`config.mk`:
```
export PLATFORM = sky130hd
export DESIGN_NAME = dlf_top
export DESIGN_NICKNAME = d
export VERILOG_FILES = /design/src/dlf_pkg.sv /design/src/dlf_mode_mem.sv /design/src/dlf_top.sv
export SDC_FILE = /design/constraint.sdc
export NUM_CORES = 1
export LEC_CHECK = 0
export BUFFER_PORTS_ARGS = -buffer_cell sky130_fd_sc_hd__buf_2
export CAP_MARGIN = 10
export CORE_ASPECT_RATIO = 1.1
export CORE_MARGIN = 3
export CORE_UTILIZATION = 61
export CTS_BUF_LIST = sky130_fd_sc_hd__clkbuf_8
export CTS_CLUSTER_SIZE = 14
export DETAILED_ROUTE_END_ITERATION = 16
export PLACE_DENSITY = 0.79
export SETUP_SLACK_MARGIN = 0.5
export SLEW_MARGIN = 20
export SYNTH_ARGS = -nofsm -noshare
export SYNTH_HDL_FRONTEND = slang
export SYNTH_SLANG_ARGS = --single-unit
```
`constraint.sdc`:
```
create_clock -name REF_CLK -period 8.99 [get_ports REF_CLK]
set_input_delay 0.899 -clock REF_CLK [delete_from_list [all_inputs] [get_ports REF_CLK]]
set_output_delay 0.899 -clock REF_CLK [all_outputs]
set_load 0.005 [all_outputs]
```
`src/dlf_pkg.sv`:
```
// dlf_pkg: shared constants and types of the dll mode tracker
package dlf_pkg;
    // ========================================================
    // register map and reset values
    localparam logic [7:0]  DLF_LOCK_CFG_OFS = 8'h00;
    localparam logic [7:0]  DLF_STATUS_OFS   = 8'h04;
    localparam logic [7:0]  DLF_HOLD_CFG_OFS = 8'h08;
    localparam logic [7:0]  DLF_MR_BASE_OFS  = 8'h10;
    localparam logic [15:0] DLF_LOCK_CYC_RST = 16'h0200;
    localparam logic [15:0] DLF_HOLD_CYC_RST = 16'h0005;
    localparam logic [1:0]  DLF_RESP_OK      = 2'h0;
    localparam logic [1:0]  DLF_RESP_SLVERR  = 2'h2;
    // ========================================================
    // mode register fields
    localparam int          DLF_MR1_DLL_DIS  = 0;
    localparam int          DLF_MR0_DLL_RST  = 8;
    localparam int          DLF_MR0_CL_LSB   = 4;
    localparam int          DLF_MR2_CWL_LSB  = 3;
    localparam int          DLF_MR1_AL_LSB   = 3;
    localparam logic [4:0]  DLF_CL_BIAS      = 5'h04;
    localparam logic [4:0]  DLF_CWL_BIAS     = 5'h05;
    localparam logic [4:0]  DLF_OFF_CL       = 5'h06;
    localparam logic [4:0]  DLF_OFF_CWL      = 5'h06;
    localparam logic [12:0] DLF_MR0_RST      = 13'h0020;
    localparam logic [12:0] DLF_MR_RST       = 13'h0000;
    // ========================================================
    // types
    typedef enum logic [1:0] {
        DLF_OFF      = 2'b00,
        DLF_UNLOCKED = 2'b01,
        DLF_LOCKING  = 2'b10,
        DLF_LOCKED   = 2'b11
    } dlf_dll_state_t;

    typedef struct packed {
        logic        cs_n;
        logic        ras_n;
        logic        cas_n;
        logic        we_n;
        logic [1:0]  ba;
        logic [12:0] addr;
        logic        cke;
        logic        termination_control_pin;
    } dlf_pins_t;
endpackage : dlf_pkg

```
`src/dlf_mode_mem.sv`:
```
// dlf_mode_mem: four mode register words with registered read port
`timescale 1ns/100ps
`default_nettype none
module dlf_mode_mem
    import dlf_pkg::*;
#(
    parameter int WIDTH = 13
) (
    input  wire logic             clk,
    input  wire logic             rst,
    input  wire logic             wr_en,
    input  wire logic [1:0]       wr_idx,
    input  wire logic [WIDTH-1:0] wr_data,
    input  wire logic [1:0]       rd_idx,
    output logic      [WIDTH-1:0] rd_data
);
    logic [WIDTH-1:0] mem_r [4];
    logic [WIDTH-1:0] rd_r;

    // ========================================================
    // storage, reset to power-up mode values
    always_ff @(posedge clk or posedge rst) begin
        if (rst) begin
            mem_r[0] <= WIDTH'(DLF_MR0_RST);
            mem_r[1] <= WIDTH'(DLF_MR_RST);
            mem_r[2] <= WIDTH'(DLF_MR_RST);
            mem_r[3] <= WIDTH'(DLF_MR_RST);
            rd_r     <= '0;
        end else begin
            if (wr_en) begin
                mem_r[wr_idx] <= wr_data;
            end
            rd_r <= mem_r[rd_idx];  // read data from a register
        end
    end

    assign rd_data = rd_r;
endmodule : dlf_mode_mem
`default_nettype wire

```
`src/dlf_top.sv`:
```
// dlf_top: dram dll on/off mode, read strobe timing and clock ignore
//
// The address map and register access over AXI4-Lite were chosen for this implementation.
`timescale 1ns/100ps
`default_nettype none
module dlf_top
    import dlf_pkg::*;
#(
    parameter int SCHED_W = 32
) (
    input  wire logic        REF_CLK,
    input  wire logic        RST,
    input  wire dlf_pins_t   DRAM_PINS,
    output logic             STROBE,
    output logic             DATA_VALID,
    output logic             DLL_LOCKED,
    output logic             CLOCK_IGNORED,
    output logic             LAT_UNSUPPORTED,
    input  wire logic [7:0]  S_AXI_AWADDR,
    input  wire logic        S_AXI_AWVALID,
    output logic             S_AXI_AWREADY,
    input  wire logic [31:0] S_AXI_WDATA,
    input  wire logic [3:0]  S_AXI_WSTRB,
    input  wire logic        S_AXI_WVALID,
    output logic             S_AXI_WREADY,
    output logic [1:0]       S_AXI_BRESP,
    output logic             S_AXI_BVALID,
    input  wire logic        S_AXI_BREADY,
    input  wire logic [7:0]  S_AXI_ARADDR,
    input  wire logic        S_AXI_ARVALID,
    output logic             S_AXI_ARREADY,
    output logic [31:0]      S_AXI_RDATA,
    output logic [1:0]       S_AXI_RRESP,
    output logic             S_AXI_RVALID,
    input  wire logic        S_AXI_RREADY
);
    // ========================================================
    // pin synchronisers, second stage is the only reader of the first
    dlf_pins_t pins_s1_r, pins_r, pins_d_r;
    always_ff @(posedge REF_CLK or posedge RST) begin
        if (RST) begin
            pins_s1_r <= '{cs_n: 1'b1, ras_n: 1'b1, cas_n: 1'b1, we_n: 1'b1, default: '0};
            pins_r    <= '{cs_n: 1'b1, ras_n: 1'b1, cas_n: 1'b1, we_n: 1'b1, default: '0};
            pins_d_r  <= '{cs_n: 1'b1, ras_n: 1'b1, cas_n: 1'b1, we_n: 1'b1, default: '0};
        end else begin
            pins_s1_r <= DRAM_PINS;
            pins_r    <= pins_s1_r;
            pins_d_r  <= pins_r;
        end
    end

    // command decode: {ras_n,cas_n,we_n} with chip select low
    function automatic logic cmd_is(input dlf_pins_t p, input logic [2:0] code);
        return !p.cs_n && ({p.ras_n, p.cas_n, p.we_n} == code);
    endfunction

    // ========================================================
    // device state registers
    dlf_dll_state_t       dll_r, dll_nxt;
    logic [15:0]          lock_cnt_r, lock_cnt_nxt;
    logic [15:0]          hold_cnt_r, hold_cnt_nxt;
    logic                 sr_r, sr_nxt, pd_r, pd_nxt;
    logic                 ign_r, ign_nxt;
    logic                 dis_r, dis_nxt;
    logic [4:0]           cl_r, cl_nxt, cwl_r, cwl_nxt;
    logic [1:0]           alc_r, alc_nxt;
    logic [SCHED_W-1:0]   sched_r, sched_nxt;
    logic                 unsup_r, unsup_nxt;
    logic [15:0]          lock_cfg_r, hold_cfg_r;
    logic                 mrs, rd_cmd, sre, cke_rise, cke_fall;
    logic [4:0]           al, lat;

    assign cke_rise = pins_r.cke && !pins_d_r.cke;
    assign cke_fall = !pins_r.cke && pins_d_r.cke;
    // ignored clock means ignored commands
    assign mrs    = !ign_r && pins_r.cke && cmd_is(pins_r, 3'h0);
    assign rd_cmd = !ign_r && pins_r.cke && cmd_is(pins_r, 3'h5);
    assign sre    = cke_fall && cmd_is(pins_r, 3'h1);
    // additive latency code: off, cl-1, cl-2, reserved as off
    assign al = (alc_r == 2'h1) ? cl_r - 5'h01 :
                (alc_r == 2'h2) ? cl_r - 5'h02 : 5'h00;
    assign lat = al + cl_r - {4'h0, dis_r};

    // next device state
    always_comb begin
        dll_nxt      = dll_r;
        lock_cnt_nxt = lock_cnt_r;
        hold_cnt_nxt = hold_cnt_r;
        sr_nxt       = sr_r;
        pd_nxt       = pd_r;
        ign_nxt      = ign_r;
        dis_nxt      = dis_r;
        cl_nxt       = cl_r;
        cwl_nxt      = cwl_r;
        alc_nxt      = alc_r;
        sched_nxt    = sched_r >> 1;
        // power state: self-refresh or power-down on cke fall
        if (sre) begin
            sr_nxt       = 1'b1;
            hold_cnt_nxt = hold_cfg_r;
        end else if (cke_fall) begin
            pd_nxt       = 1'b1;
            hold_cnt_nxt = hold_cfg_r;
        end else if (cke_rise) begin
            sr_nxt  = 1'b0;
            pd_nxt  = 1'b0;
            ign_nxt = 1'b0;
        end else if ((sr_r || pd_r) && !ign_r) begin
            if (hold_cnt_r <= 16'h0001) begin
                ign_nxt = 1'b1;
            end else begin
                hold_cnt_nxt = hold_cnt_r - 16'h0001;
            end
        end
        if (mrs && pins_r.ba == 2'h1) begin
            dis_nxt = pins_r.addr[DLF_MR1_DLL_DIS];
            alc_nxt = pins_r.addr[DLF_MR1_AL_LSB +: 2];
        end
        if (mrs && pins_r.ba == 2'h0) begin
            cl_nxt = {2'h0, pins_r.addr[DLF_MR0_CL_LSB +: 3]} + DLF_CL_BIAS;
        end
        if (mrs && pins_r.ba == 2'h2) begin
            cwl_nxt = {2'h0, pins_r.addr[DLF_MR2_CWL_LSB +: 3]} + DLF_CWL_BIAS;
        end
        // dll lock sequencing
        case (dll_r)
            DLF_OFF: begin
                if (mrs && pins_r.ba == 2'h1 && !pins_r.addr[DLF_MR1_DLL_DIS]) begin
                    dll_nxt = DLF_UNLOCKED;
                end
            end
            DLF_LOCKING: begin
                if (lock_cnt_r <= 16'h0001) begin
                    dll_nxt = DLF_LOCKED;
                end else begin
                    lock_cnt_nxt = lock_cnt_r - 16'h0001;
                end
            end
            DLF_UNLOCKED, DLF_LOCKED: begin
            end
            default: dll_nxt = DLF_OFF;
        endcase
        if (dll_r != DLF_OFF && mrs && pins_r.ba == 2'h0 && pins_r.addr[DLF_MR0_DLL_RST]) begin
            dll_nxt      = DLF_LOCKING;
            lock_cnt_nxt = lock_cfg_r;
        end
        // disable wins over any lock progress
        if (mrs && pins_r.ba == 2'h1 && pins_r.addr[DLF_MR1_DLL_DIS]) begin
            dll_nxt = DLF_OFF;
        end
        // schedule strobe launch lat cycles after read
        if (rd_cmd && lat != 5'h00 && 32'(lat) <= SCHED_W) begin
            sched_nxt[lat - 5'h01] = 1'b1;
        end
        // only the six/six pair is supported when off
        unsup_nxt = dis_r && (cl_r != DLF_OFF_CL || cwl_r != DLF_OFF_CWL);
    end

    // register device state
    always_ff @(posedge REF_CLK or posedge RST) begin
        if (RST) begin
            dll_r      <= DLF_UNLOCKED;
            lock_cnt_r <= '0;
            hold_cnt_r <= '0;
            sr_r       <= 1'b0;
            pd_r       <= 1'b0;
            ign_r      <= 1'b0;
            dis_r      <= 1'b0;
            cl_r       <= DLF_OFF_CL;
            cwl_r      <= DLF_OFF_CWL;
            alc_r      <= 2'h0;
            sched_r    <= '0;
            unsup_r    <= 1'b0;
        end else begin
            dll_r      <= dll_nxt;
            lock_cnt_r <= lock_cnt_nxt;
            hold_cnt_r <= hold_cnt_nxt;
            sr_r       <= sr_nxt;
            pd_r       <= pd_nxt;
            ign_r      <= ign_nxt;
            dis_r      <= dis_nxt;
            cl_r       <= cl_nxt;
            cwl_r      <= cwl_nxt;
            alc_r      <= alc_nxt;
            sched_r    <= sched_nxt;
            unsup_r    <= unsup_nxt;
        end
    end

    // data valid shares the strobe timing in both modes
    assign STROBE          = sched_r[0];
    assign DATA_VALID      = sched_r[0];
    assign DLL_LOCKED      = (dll_r == DLF_LOCKED);
    assign CLOCK_IGNORED   = ign_r;
    assign LAT_UNSUPPORTED = unsup_r;

    // ========================================================
    // mode register copy for software readback
    logic [12:0] mr_rd;
    logic [1:0]  mr_idx_r, mr_idx_nxt;
    dlf_mode_mem #(.WIDTH(13)) u_mem (
        .clk     (REF_CLK),
        .rst     (RST),
        .wr_en   (mrs),
        .wr_idx  (pins_r.ba),
        .wr_data (pins_r.addr),
        .rd_idx  (mr_idx_nxt),  // index ahead so data is ready for pend
        .rd_data (mr_rd)
    );

    // ========================================================
    // axi4-lite write channel
    logic        aw_got_r, aw_got_nxt, w_got_r, w_got_nxt;
    logic        bv_r, bv_nxt;
    logic [1:0]  br_r, br_nxt;
    logic [7:0]  wa_r, wa_nxt;
    logic [31:0] wd_r, wd_nxt;
    logic [15:0] lock_cfg_nxt, hold_cfg_nxt;

    always_comb begin
        aw_got_nxt   = aw_got_r;
        w_got_nxt    = w_got_r;
        bv_nxt       = bv_r;
        br_nxt       = br_r;
        wa_nxt       = wa_r;
        wd_nxt       = wd_r;
        lock_cfg_nxt = lock_cfg_r;
        hold_cfg_nxt = hold_cfg_r;
        if (S_AXI_AWVALID && !aw_got_r && !bv_r) begin
            aw_got_nxt = 1'b1;
            wa_nxt     = S_AXI_AWADDR;
        end
        if (S_AXI_WVALID && !w_got_r && !bv_r) begin
            w_got_nxt = 1'b1;
            wd_nxt    = S_AXI_WDATA;
        end
        // write performed once both halves are held
        if (aw_got_r && w_got_r) begin
            aw_got_nxt = 1'b0;
            w_got_nxt  = 1'b0;
            bv_nxt     = 1'b1;
            br_nxt     = DLF_RESP_OK;
            case (wa_r)
                DLF_LOCK_CFG_OFS: lock_cfg_nxt = wd_r[15:0];
                DLF_HOLD_CFG_OFS: hold_cfg_nxt = wd_r[15:0];
                default:          br_nxt = DLF_RESP_SLVERR;
            endcase
        end else if (bv_r && S_AXI_BREADY) begin
            bv_nxt = 1'b0;
        end
    end

    always_ff @(posedge REF_CLK or posedge RST) begin
        if (RST) begin
            aw_got_r   <= 1'b0;
            w_got_r    <= 1'b0;
            bv_r       <= 1'b0;
            br_r       <= DLF_RESP_OK;
            wa_r       <= '0;
            wd_r       <= '0;
            lock_cfg_r <= DLF_LOCK_CYC_RST;
            hold_cfg_r <= DLF_HOLD_CYC_RST;
        end else begin
            aw_got_r   <= aw_got_nxt;
            w_got_r    <= w_got_nxt;
            bv_r       <= bv_nxt;
            br_r       <= br_nxt;
            wa_r       <= wa_nxt;
            wd_r       <= wd_nxt;
            lock_cfg_r <= lock_cfg_nxt;
            hold_cfg_r <= hold_cfg_nxt;
        end
    end

    assign S_AXI_AWREADY = !aw_got_r && !bv_r;
    assign S_AXI_WREADY  = !w_got_r && !bv_r;
    assign S_AXI_BVALID  = bv_r;
    assign S_AXI_BRESP   = br_r;

    // ========================================================
    // axi4-lite read channel: address, one wait cycle, data
    logic        ar_rdy_r, ar_rdy_nxt, pend_r, pend_nxt, rv_r, rv_nxt;
    logic [7:0]  ra_r, ra_nxt;
    logic [31:0] rd_r, rd_nxt;
    logic [1:0]  rr_r, rr_nxt;
    logic [31:0] status;

    assign status = {24'h0, pins_r.termination_control_pin, unsup_r, ign_r, pd_r, sr_r, dll_r, dis_r};

    always_comb begin
        ar_rdy_nxt = ar_rdy_r;
        pend_nxt   = 1'b0;
        rv_nxt     = rv_r;
        ra_nxt     = ra_r;
        rd_nxt     = rd_r;
        rr_nxt     = rr_r;
        mr_idx_nxt = mr_idx_r;
        if (ar_rdy_r && S_AXI_ARVALID) begin
            ar_rdy_nxt = 1'b0;
            pend_nxt   = 1'b1;
            ra_nxt     = S_AXI_ARADDR;
            mr_idx_nxt = S_AXI_ARADDR[3:2];
        end
        if (pend_r) begin
            rv_nxt = 1'b1;
            rr_nxt = DLF_RESP_OK;
            case (ra_r)
                DLF_LOCK_CFG_OFS: rd_nxt = {16'h0, lock_cfg_r};
                DLF_STATUS_OFS:   rd_nxt = status;
                DLF_HOLD_CFG_OFS: rd_nxt = {16'h0, hold_cfg_r};
                default: begin
                    if (ra_r[7:4] == DLF_MR_BASE_OFS[7:4] && ra_r[1:0] == 2'h0) begin
                        rd_nxt = {19'h0, mr_rd};
                    end else begin
                        rd_nxt = 32'h0;
                        rr_nxt = DLF_RESP_SLVERR;
                    end
                end
            endcase
        end else if (rv_r && S_AXI_RREADY) begin
            rv_nxt     = 1'b0;
            ar_rdy_nxt = 1'b1;
        end
    end

    always_ff @(posedge REF_CLK or posedge RST) begin
        if (RST) begin
            ar_rdy_r <= 1'b1;
            pend_r   <= 1'b0;
            rv_r     <= 1'b0;
            ra_r     <= '0;
            rd_r     <= '0;
            rr_r     <= DLF_RESP_OK;
            mr_idx_r <= 2'h0;
        end else begin
            ar_rdy_r <= ar_rdy_nxt;
            pend_r   <= pend_nxt;
            rv_r     <= rv_nxt;
            ra_r     <= ra_nxt;
            rd_r     <= rd_nxt;
            rr_r     <= rr_nxt;
            mr_idx_r <= mr_idx_nxt;
        end
    end

    assign S_AXI_ARREADY = ar_rdy_r;
    assign S_AXI_RVALID  = rv_r;
    assign S_AXI_RDATA   = rd_r;
    assign S_AXI_RRESP   = rr_r;
endmodule : dlf_top
`default_nettype wire

```
==> metrics.md, run 1 <==
| Metric | Value |
|---|---|
| Status | finished, final reports clean |
| Clk pwr share | between 20% and 30% |
| Unrepaired setup endpoints after global routing | false |
| Setup TNS | 0 ns |
| Number of port buffers | slightly below 90 |
| Worst slew margin relative to its limit | between 20 and 30% |
| Post-synth EDFFs | 0 |
| Vertical die dimension | between 150 and 200 microns |
| Top-level port count | roughly 130 |
| Global-route wire length before repair | roughly 42000 microns |
| Sequential area share after synthesis | a little under three fifths |
| DP Worst Slack | ~5.4 ns |
| Most common flop cell mapped by yosys | sky130_fd_sc_hd__dfrtp_1 |
| Switching power of the nets | between 1 and 1.5 mW |
| Flip-flop and latch count after synthesis | approximately 270 |
| Final routed DRC violation total | 0 |
| Achievable clock frequency | roughly 0.28 GHz |
| Combinational share of power | between 20 and 25% |
| Average cell area after synthesis | 11.6 sq um |
| Cells taking the most area after synthesis | sky130_fd_sc_hd__dfrtp_1 (53%), sky130_fd_sc_hd__mux2_2 (6.1%), sky130_fd_sc_hd__nand2_1 (4.3%) |
| Number of clock sinks | ~270 |
| Endpoint type of the worst setup path | register |
| Proportion of register bits with asynchronous set or reset after synthesis | 100% |
| Pin count of the biggest net entering global routing | 142 |
| Final Routed Wirelength | 26000 microns |
| Share of layout cells above drive strength 1 | about a quarter |
| Final WS setup | around 5.4 ns |
| Vias in the first global route | around 8.3k |
| Cell with the most instances after synthesis | sky130_fd_sc_hd__dfrtp_1 |
| Final Net Count | between 1k and 1.5k |
| P per Cell Area | ~280 nW/um^2 |
| Cell taking the most area after synthesis | sky130_fd_sc_hd__dfrtp_1 |
| Element type at the critical path start | register |
| Clock edge transition at the registers on the reported setup and hold paths | around 0.060 ns |
| Core Region | 19200 sq um |
| Inserted Diodes | 0 |
| Cts bufs inserted | 44 |
| Gate count after technology mapping | between 1k and 1.5k |
| Class of the tightest hold or removal check | register to register |
| Final setup vio count | 0 |
| CTS tree | done |
| Minimum clock period after layout | between 3 and 4 ns |
| # Max-Cap Violations | 0 |
| Data required time of the critical path | roughly 9.5 ns |
| Number of antenna violations at the first check in global routing | 0 |
| Warning count from the yosys run | 0 |
| Number of cells upsized or downsized after cts | 0 |
| Static leakage power | 6.39 nW |
| Unique masters post-synth | 84 |
| Reg power frac | 45.9% |
| Slew of the pin with the lowest slew margin | ~1.1 ns |
| Type of the worst setup path | register to register |
| Number of rows created at floorplan | 53 |
| Arrival time at the worst endpoint | about 4 ns |
| X dimension of the die | between 100 and 150 microns |
| Root Driver | sky130_fd_sc_hd__clkbuf_8 |
| Overflow after GRT | 0 |
| Hold_buf cts | 0 |
| Fin. Hold Viols | 0 |
| Synthesis-to-finish area growth | 12.7% |
| Max Clock Skew | 0.0168 ns |
| Worst-case vdd ir drop | 0.219 mV |
| Total Routing Usage GR | roughly a quarter |
| H-tree levels | 2 |
| Total count of max-transition violations in the final report | 0 |
| Final weighted congestion of routability-driven global placement | about 0.9 |
| Clock latency of the later-clocked register in the worst-skew pair | 0.56 ns |
| Via-per-instance ratio | just under 6 |
| Die Outline Area | ~21000 sq um |
| Total number of vias | roughly 8.5k |
| Max Fanout on Critical Path | 9 |
| Dpl hpwl | approximately 18000 microns |
| Initial standard-cell utilization of the core | a little over three fifths |
| Internal power | 2.54 mW |
| Final core utilization | 70.4% |
| Average wire per standard cell | about 18 microns |
| Area of the mapped netlist | 12000 sq um |
| Remaining antenna violation count | 0 |
| Sw Ratio | between 30 and 40% |
| Fraction of synthesized cell area taken by the top area cell type | a little over half |
| Tcrit/Tclk final | approximately two fifths |
| Setup Fix Bufs, Post-CTS | 0 |
| First drt pass iteration count | 5 |
| Commonest cells in the synthesized netlist | sky130_fd_sc_hd__dfrtp_1 (256), sky130_fd_sc_hd__nand2_1 (137), sky130_fd_sc_hd__mux2_2 (65) |
| CTS max path bufs | 3 |
| Drt initial violations | 606 |
## logic make-up (layout without fill, tap and decap cells)
| group | count (synthesis) | after routing | synth area share [%] |
|---|---|---|---|
| XOR/XNOR | 16 | 16 | 1.43 |
| multiplexers | 105 | 105 | 9.77 |
| flip-flops | 273 | 273 | 57.0 |
| buffers and inverters | 100 | 215 | 3.93 |
| adder cells (fa/ha/maj) | 21 | 21 | 2.22 |
| other | 1 | 19 | 0.0312 |
| AND/OR/NAND/NOR | 336 | 336 | 14.2 |
| AO/OA/AOI/OAI | 188 | 188 | 11.4 |
## sequential cells by signal, summed over array words and instances (netlist names), 2 cells and up
| signal | cells |
|---|---|
| S_AXI_RDATA | 16 |
| cl_r | 4 |
| cwl_r | 4 |
| dll_r | 2 |
| hold_cfg_r | 16 |
| hold_cnt_r | 16 |
| lock_cfg_r | 16 |
| lock_cnt_r | 16 |
| mr_idx_r | 2 |
| pins_r | 21 |
| pins_s1_r | 21 |
| ra_r | 8 |
| sched_r | 32 |
| u_mem.mem_r | 48 |
| u_mem.rd_data | 13 |
| wa_r | 8 |
| wd_r | 16 |
## stage by stage
| stage | instances | hold slack (ns) | instance area (sq um) | power [mW] |
|---|---|---|---|---|
| 3_5_place_dp | 1338 | 0.335 | 12600 | 2.66 |
| 2_1_floorplan | 1058 | 0.331 | 12100 | 2.37 |
| 6_report | 1420 | 0.342 | 13500 | 3.78 |
| 5_1_grt | 1420 | 0.340 | 13500 | 4.00 |
| 3_3_place_gp | 1338 | 0.332 | 12600 | 2.62 |
| 4_1_cts | 1420 | 0.346 | 13500 | 3.81 |
## final cells by class
cell class / count / area, sq um
Clock buffer: 55 / 757
Sequential cell: 273 / 6850
Clock inverter: 27 / 205
Fill cell: 1399 / 5680
Timing Repair Buffer: 95 / 508
Inverter: 38 / 150
Tap cell: 247 / 309
Multi-Input combinational cell: 685 / 4770
## layout by cell type (no fill, tap or decap), drive strengths merged, types with 17 or more instances in the layout
cell type / netlist / routed
dfstp: 17 / 17
a21o: 27 / 27
mux2: 99 / 99
clkbuf: 33 / 55
conb: 1 / 19
o21ai: 26 / 26
inv: 38 / 58
ha: 17 / 17
buf: 29 / 95
nand3: 26 / 26
and3: 22 / 22
dfrtp: 256 / 256
a21oi: 23 / 23
nor3: 20 / 20
nand2: 137 / 137
a31oi: 23 / 23
nor2: 49 / 49
## metal layers
layer	global-route usage [%]	up-vias	routed length [microns]
met5	0	-	0
li1	-	3895	-
met2	40.0	253	12700
met1	31.6	4239	10900
met3	4.69	72	1430
met4	10.2	0	981
## power groups by stage
stage	clock network (mW)	logic [mW]	registers, mW
3_3_place_gp	0	0.882	1.74
5_1_grt	1.21	1.02	1.76
2_1_floorplan	0	0.732	1.64
3_5_place_dp	0	0.913	1.75
6_report	1.13	0.915	1.73
4_1_cts	1.16	0.918	1.73
## critical path: stages (launching register included)
cell and delay, ns:
sky130_fd_sc_hd__dfrtp_1 0.48, sky130_fd_sc_hd__or3b_4 0.46, sky130_fd_sc_hd__a21boi_0 0.15, sky130_fd_sc_hd__ha_1 0.36, sky130_fd_sc_hd__inv_1 0.06, sky130_fd_sc_hd__ha_1 0.28
sky130_fd_sc_hd__a211oi_1 0.43, sky130_fd_sc_hd__xor2_1 0.17, sky130_fd_sc_hd__or3_1 0.34, sky130_fd_sc_hd__a31oi_1 0.54, sky130_fd_sc_hd__a41o_1 0.27
## worst paths after layout
check | start | to | slack [ns] | depth (start not counted)
setup / recovery | alc_r[0] | sched_r[7] | 5.37 | 10
hold / removal | pins_s1_r[11] | pins_r[11] | 0.34 | 0
setup reg to reg | alc_r[0] | sched_r[7] | 5.37 | 10
hold reg to reg | pins_s1_r[11] | pins_r[11] | 0.34 | 0
max in group asynchronous | RST | dll_r[1] | 7.24 | 3
min in group asynchronous | RST | S_AXI_RVALID | 0.51 | 2
Note: power is estimated with default switching activity, not from simulation.
==> run 2: changes to the inputs <==
- ABC_AREA: not set -> 1
- CORE_UTILIZATION: 61 -> 55
- PLACE_DENSITY: 0.79 -> 0.75
- clock period: 8.99 -> 3.3 ns (I/O delays scaled with it)
==> metrics.md, run 2 <==
| Metric | Value |
|---|---|
| Status | finished, final reports clean |
| Fraction of synthesized area in multiplexers | 0.375% (-9.4 points) |
| Gate count after technology mapping | 1348 (+30%) |
| Largest family of logic cells by synthesized area | simple AND/OR/NAND/NOR gates |
| Tcrit/Tclk final | 89.4% (+49 points) |
| Average wire per standard cell | 15.5 microns (-16%) |
| Share of layout cells above drive strength 1 | 18.6% (-4.8 points) |
| Sequential area share after synthesis | 57.1% (+0.077 points) |
| H-tree levels | 2 (unchanged) |
| Final WS setup | 0.348 ns (-5.02 ns) |
| Register-to-register path setup slack | 0.35 ns (-5.02 ns) |
| Reg-to-reg critical path startpoint | cl_r[1] |
| Fraction of the mapped netlist area in compound gates | 12.2% (+0.83 points) |
| Area of the mapped netlist | 12000 sq um (-0.14%) |
| Fraction of synthesized cell area taken by the top area cell type | 53.4% (+0.072 points) |
| Cell area reported after detailed placement | 12900 sq um (+2.1%) |
| XOR/XNOR Fraction of Synth Area | 1.31% (-0.11 points) |
| Crit-path leading delay family | simple AND/OR/NAND/NOR gates |
| X dimension of the die | 147 microns (+5.0%) |
| First drt pass iteration count | 7 (+2) |
| Core Region | 21400 sq um (+11%) |
| Type of the worst setup path | register to register |
| Clock latency of the later-clocked register in the worst-skew pair | 0.57 ns (about the same) |
| Warning count from the yosys run | 0 (unchanged) |
| Stage delay of the slowest cell on the critical path | 0.55 ns (about the same) |
| Design area | 14600 sq um (+7.5%) |
| Max Fanout on Critical Path | 5 (-4) |
| Endpoint type of the worst setup path | register |
| Final routed DRC violation total | 0 (unchanged) |
| Commonest cells after routing, fill and taps aside | sky130_fd_sc_hd__nand2_1 (314), sky130_fd_sc_hd__dfrtp_1 (255), sky130_fd_sc_hd__inv_1 (143) |
| Clock edge transition at the registers on the reported setup and hold paths | 0.07 ns (about the same) |
| Global-route wire length before repair | 47800 microns (+13%) |
| Static leakage power | 7.23 nW (+13%) |
| Synth Area in Simple Gates | 19.7% (+5.4 points) |
| Setup TNS | 0 ns (unchanged) |
| Unique masters post-synth | 45 (-46%) |
| Arrival time at the worst endpoint | 3.42 ns (-0.68 ns) |
| Minimum clock period after layout | 2.95 ns (-0.666 ns) |
| Top register by number of flip-flops | u_mem.mem_r |
| Cell chain of the critical path | inv_4 > ha_4 > nand2_1 > nand2_1 > xor2_1 > a22oi_2 > ha_1 > inv_2 > ha_4 > a21oi_4 > nand2_1 > nand2_2 > nand3_4 > nand2_8 > buf_6 > nand4_1 > o21bai_1 |
| P per Cell Area | 765 nW/um^2 (+170%) |
| Dpl hpwl | 18600 microns (+5.2%) |
| Cells taking the most area after synthesis | sky130_fd_sc_hd__dfrtp_1 (53%), sky130_fd_sc_hd__nand2_1 (10%), sky130_fd_sc_hd__o21ai_0 (5.9%) |
| Inserted Diodes | 0 (unchanged) |
| Worst-case vdd ir drop | 0.519 mV (+140%) |
| Via-per-instance ratio | 5.28 (-11%) |
| Total Routing Usage GR | 24.6% (+0.39 points) |
| CTS tree | done |
| Data required time of the critical path | 3.77 ns (-5.71 ns) |
| Achievable clock frequency | 0.339 GHz (+23%) |
| Crit Reg-Reg Endpoint | sched_r[25] |
| Top-level port count | 126 (unchanged) |
| Number of clock sinks | 273 (unchanged) |
| Adder and majority gate portion of the synthesized area | 1.94% (-0.28 points) |
| DP Worst Slack | 0.0581 ns (-5.37 ns) |
| Cts bufs inserted | 44 (unchanged) |
| Synthesis-to-finish area growth | 21.3% |
| CP max stage cell | sky130_fd_sc_hd__dfstp_2 |
| Initial standard-cell utilization of the core | 56.2% (-6.3 points) |
| Drt initial violations | 671 (+11%) |
| Final setup vio count | 0 (unchanged) |
| Die Outline Area | 23600 sq um (+10%) |
| Crit. Startpoint | cl_r[1] |
| Vertical die dimension | 161 microns (+5.0%) |
| Number of rows created at floorplan | 56 (+5.7%) |
| Cell with the most instances after synthesis | sky130_fd_sc_hd__nand2_1 |
| Flip-flop and latch count after synthesis | 273 (unchanged) |
| CTS max path bufs | 3 (unchanged) |
| Total number of vias | 9749 (+15%) |
| CP most frequent cell | sky130_fd_sc_hd__nand2_1 |
| Setup crit end | sched_r[25] |
| WP buf/inv | 3 (+2) |
| Fin. Hold Viols | 0 (unchanged) |
| Slew of the pin with the lowest slew margin | 0.844 ns (-0.208 ns) |
| Logic depth of the worst path, buffers included | 17 (+7) |
| Registers with the most flip-flops | u_mem.mem_r x48, sched_r x32 |
| Average cell area after synthesis | 8.91 sq um (-23%) |
| Class of the tightest hold or removal check | primary input to register |
| Remaining antenna violation count | 0 (unchanged) |
| Most common flop cell mapped by yosys | sky130_fd_sc_hd__dfrtp_1 |
| Final weighted congestion of routability-driven global placement | 0.957 (+4.7%) |
| # Max-Cap Violations | 0 (unchanged) |
| Element type at the critical path start | register |
| Overflow after GRT | 0 (unchanged) |
| Most frequent standard cell in the layout excluding fill and tap cells | sky130_fd_sc_hd__nand2_1 |
| Worst slew margin relative to its limit | 43.6% (+14 points) |
| Root Driver | sky130_fd_sc_hd__clkbuf_8 |
| Final Routed Wirelength | 28600 microns (+9.7%) |
| Reg2reg path depth | 17 (+7) |
| Final Net Count | 1619 (+31%) |
| Commonest cells in the synthesized netlist | sky130_fd_sc_hd__nand2_1 (323), sky130_fd_sc_hd__dfrtp_1 (256), sky130_fd_sc_hd__inv_1 (143) |
| Cell taking the most area after synthesis | sky130_fd_sc_hd__dfrtp_1 |
| Vias in the first global route | 9829 (+18%) |
| Number of port buffers | 87 (unchanged) |
| Post-synth EDFFs | 0 (unchanged) |
| Max Clock Skew | 0.0231 ns (+0.00635 ns) |
| Number of antenna violations at the first check in global routing | 0 (unchanged) |
| Total count of max-transition violations in the final report | 0 (unchanged) |
| Pin count of the biggest net entering global routing | 94 (-34%) |
| Proportion of register bits with asynchronous set or reset after synthesis | 100% (unchanged) |
| Number of flip-flops under the largest register name | 48 (unchanged) |
| Unrepaired setup endpoints after global routing | true |
[run 2: changes by cell type after synthesis, moves of 22 or more]
cell                       previous run  this run
sky130_fd_sc_hd__nand3_1             26        79
sky130_fd_sc_hd__inv_1               37       143
sky130_fd_sc_hd__a21o_1              27         3
sky130_fd_sc_hd__nand2_1            137       323
sky130_fd_sc_hd__nor2_1              47       123
sky130_fd_sc_hd__o21ai_0             10       142
sky130_fd_sc_hd__mux2_2              65         4
sky130_fd_sc_hd__o21bai_1             3        25
sky130_fd_sc_hd__mux2_1              34         0
[run 2: worst min path at each step]
stage	start	end	slack (ns)	cells after the start
after floorplan	pins_s1_r[0]	pins_r[0]	0.33	0
final	S_AXI_WDATA[1]	wd_r[1]	0.02	3
after global routing	S_AXI_WDATA[13]	wd_r[13]	0.005	3
after detailed placement	pins_s1_r[0]	pins_r[0]	0.34	0
after global placement	pins_s1_r[14]	pins_r[14]	0.33	0
after CTS	S_AXI_WDATA[15]	wd_r[15]	0.001	3
[run 2: logic make-up (layout without fill, tap and decap cells)]
family / Yosys count / count (layout)
adder cells (fa/ha/maj): 18 / 18
XOR/XNOR: 18 / 18
AND/OR/NAND/NOR: 566 / 566
other: 1 / 19
AO/OA/AOI/OAI: 257 / 257
multiplexers: 4 / 4
flip-flops: 273 / 273
buffers and inverters: 211 / 402
[run 2: worst reg2reg max path, delay by kind of cell, from the launching register on]
kind / cells / cell delay (ns)
AOI/OAI and AO/OA: 3 / 0.45
adders and majority gates: 3 / 0.67
DFF: 1 / 0.55
xor gates and xnor gates: 1 / 0.18
buffers and inverters: 3 / 0.25
and+or+nand+nor: 7 / 0.76
[run 2: through the flow]
step | util (%) | instances | total power [mW] | hold WS [ns]
after global routing | 68.1 | 1847 | 11.9 | 0.00485
after CTS | 67.6 | 1840 | 10.9 | 0.00145
after detailed placement | 60.1 | 1702 | 7.52 | 0.336
after global placement | 60.1 | 1702 | 7.38 | 0.332
after floorplan | - | 1366 | 6.71 | 0.331
final | 68.1 | 1847 | 11.1 | 0.0245
[run 2: metal layers]
| metal | GRT usage (%) | wire [microns] | vias up |
|---|---|---|---|
| li1 | - | - | 4687 |
| met1 | 32.1 | 12200 | 4661 |
| met2 | 41.2 | 13900 | 316 |
| met3 | 4.12 | 1400 | 85 |
| met4 | 10.2 | 1070 | 0 |
| met5 | 0 | 0 | - |
[run 2: layout make-up]
cell class	count	area, sq um
Fill cell	1634	6810
Multi-Input combinational cell	882	4600
Inverter	149	576
Sequential cell	273	6850
Timing Repair Buffer	171	1220
Tap cell	290	363
Clock inverter	25	161
Clock buffer	57	785
[run 2: report_power, final]
group / total, mW / internal [mW] / switching (mW)
sequential: 4.33 / 3.98 / 0.350
combinational: 3.79 / 1.40 / 2.39
clock: 3.02 / 1.65 / 1.37
total: 11.1 / 7.03 / 4.11
[run 2: timing repair]
item / CTS / global route
gates resized for setup: 30 / 17
hold buffers: 40 / 1
pin swaps: 20 / 11
setup buffers: 16 / 6
setup endpoints to repair: 31 / 31
hold endpoints to repair: 59 / 1
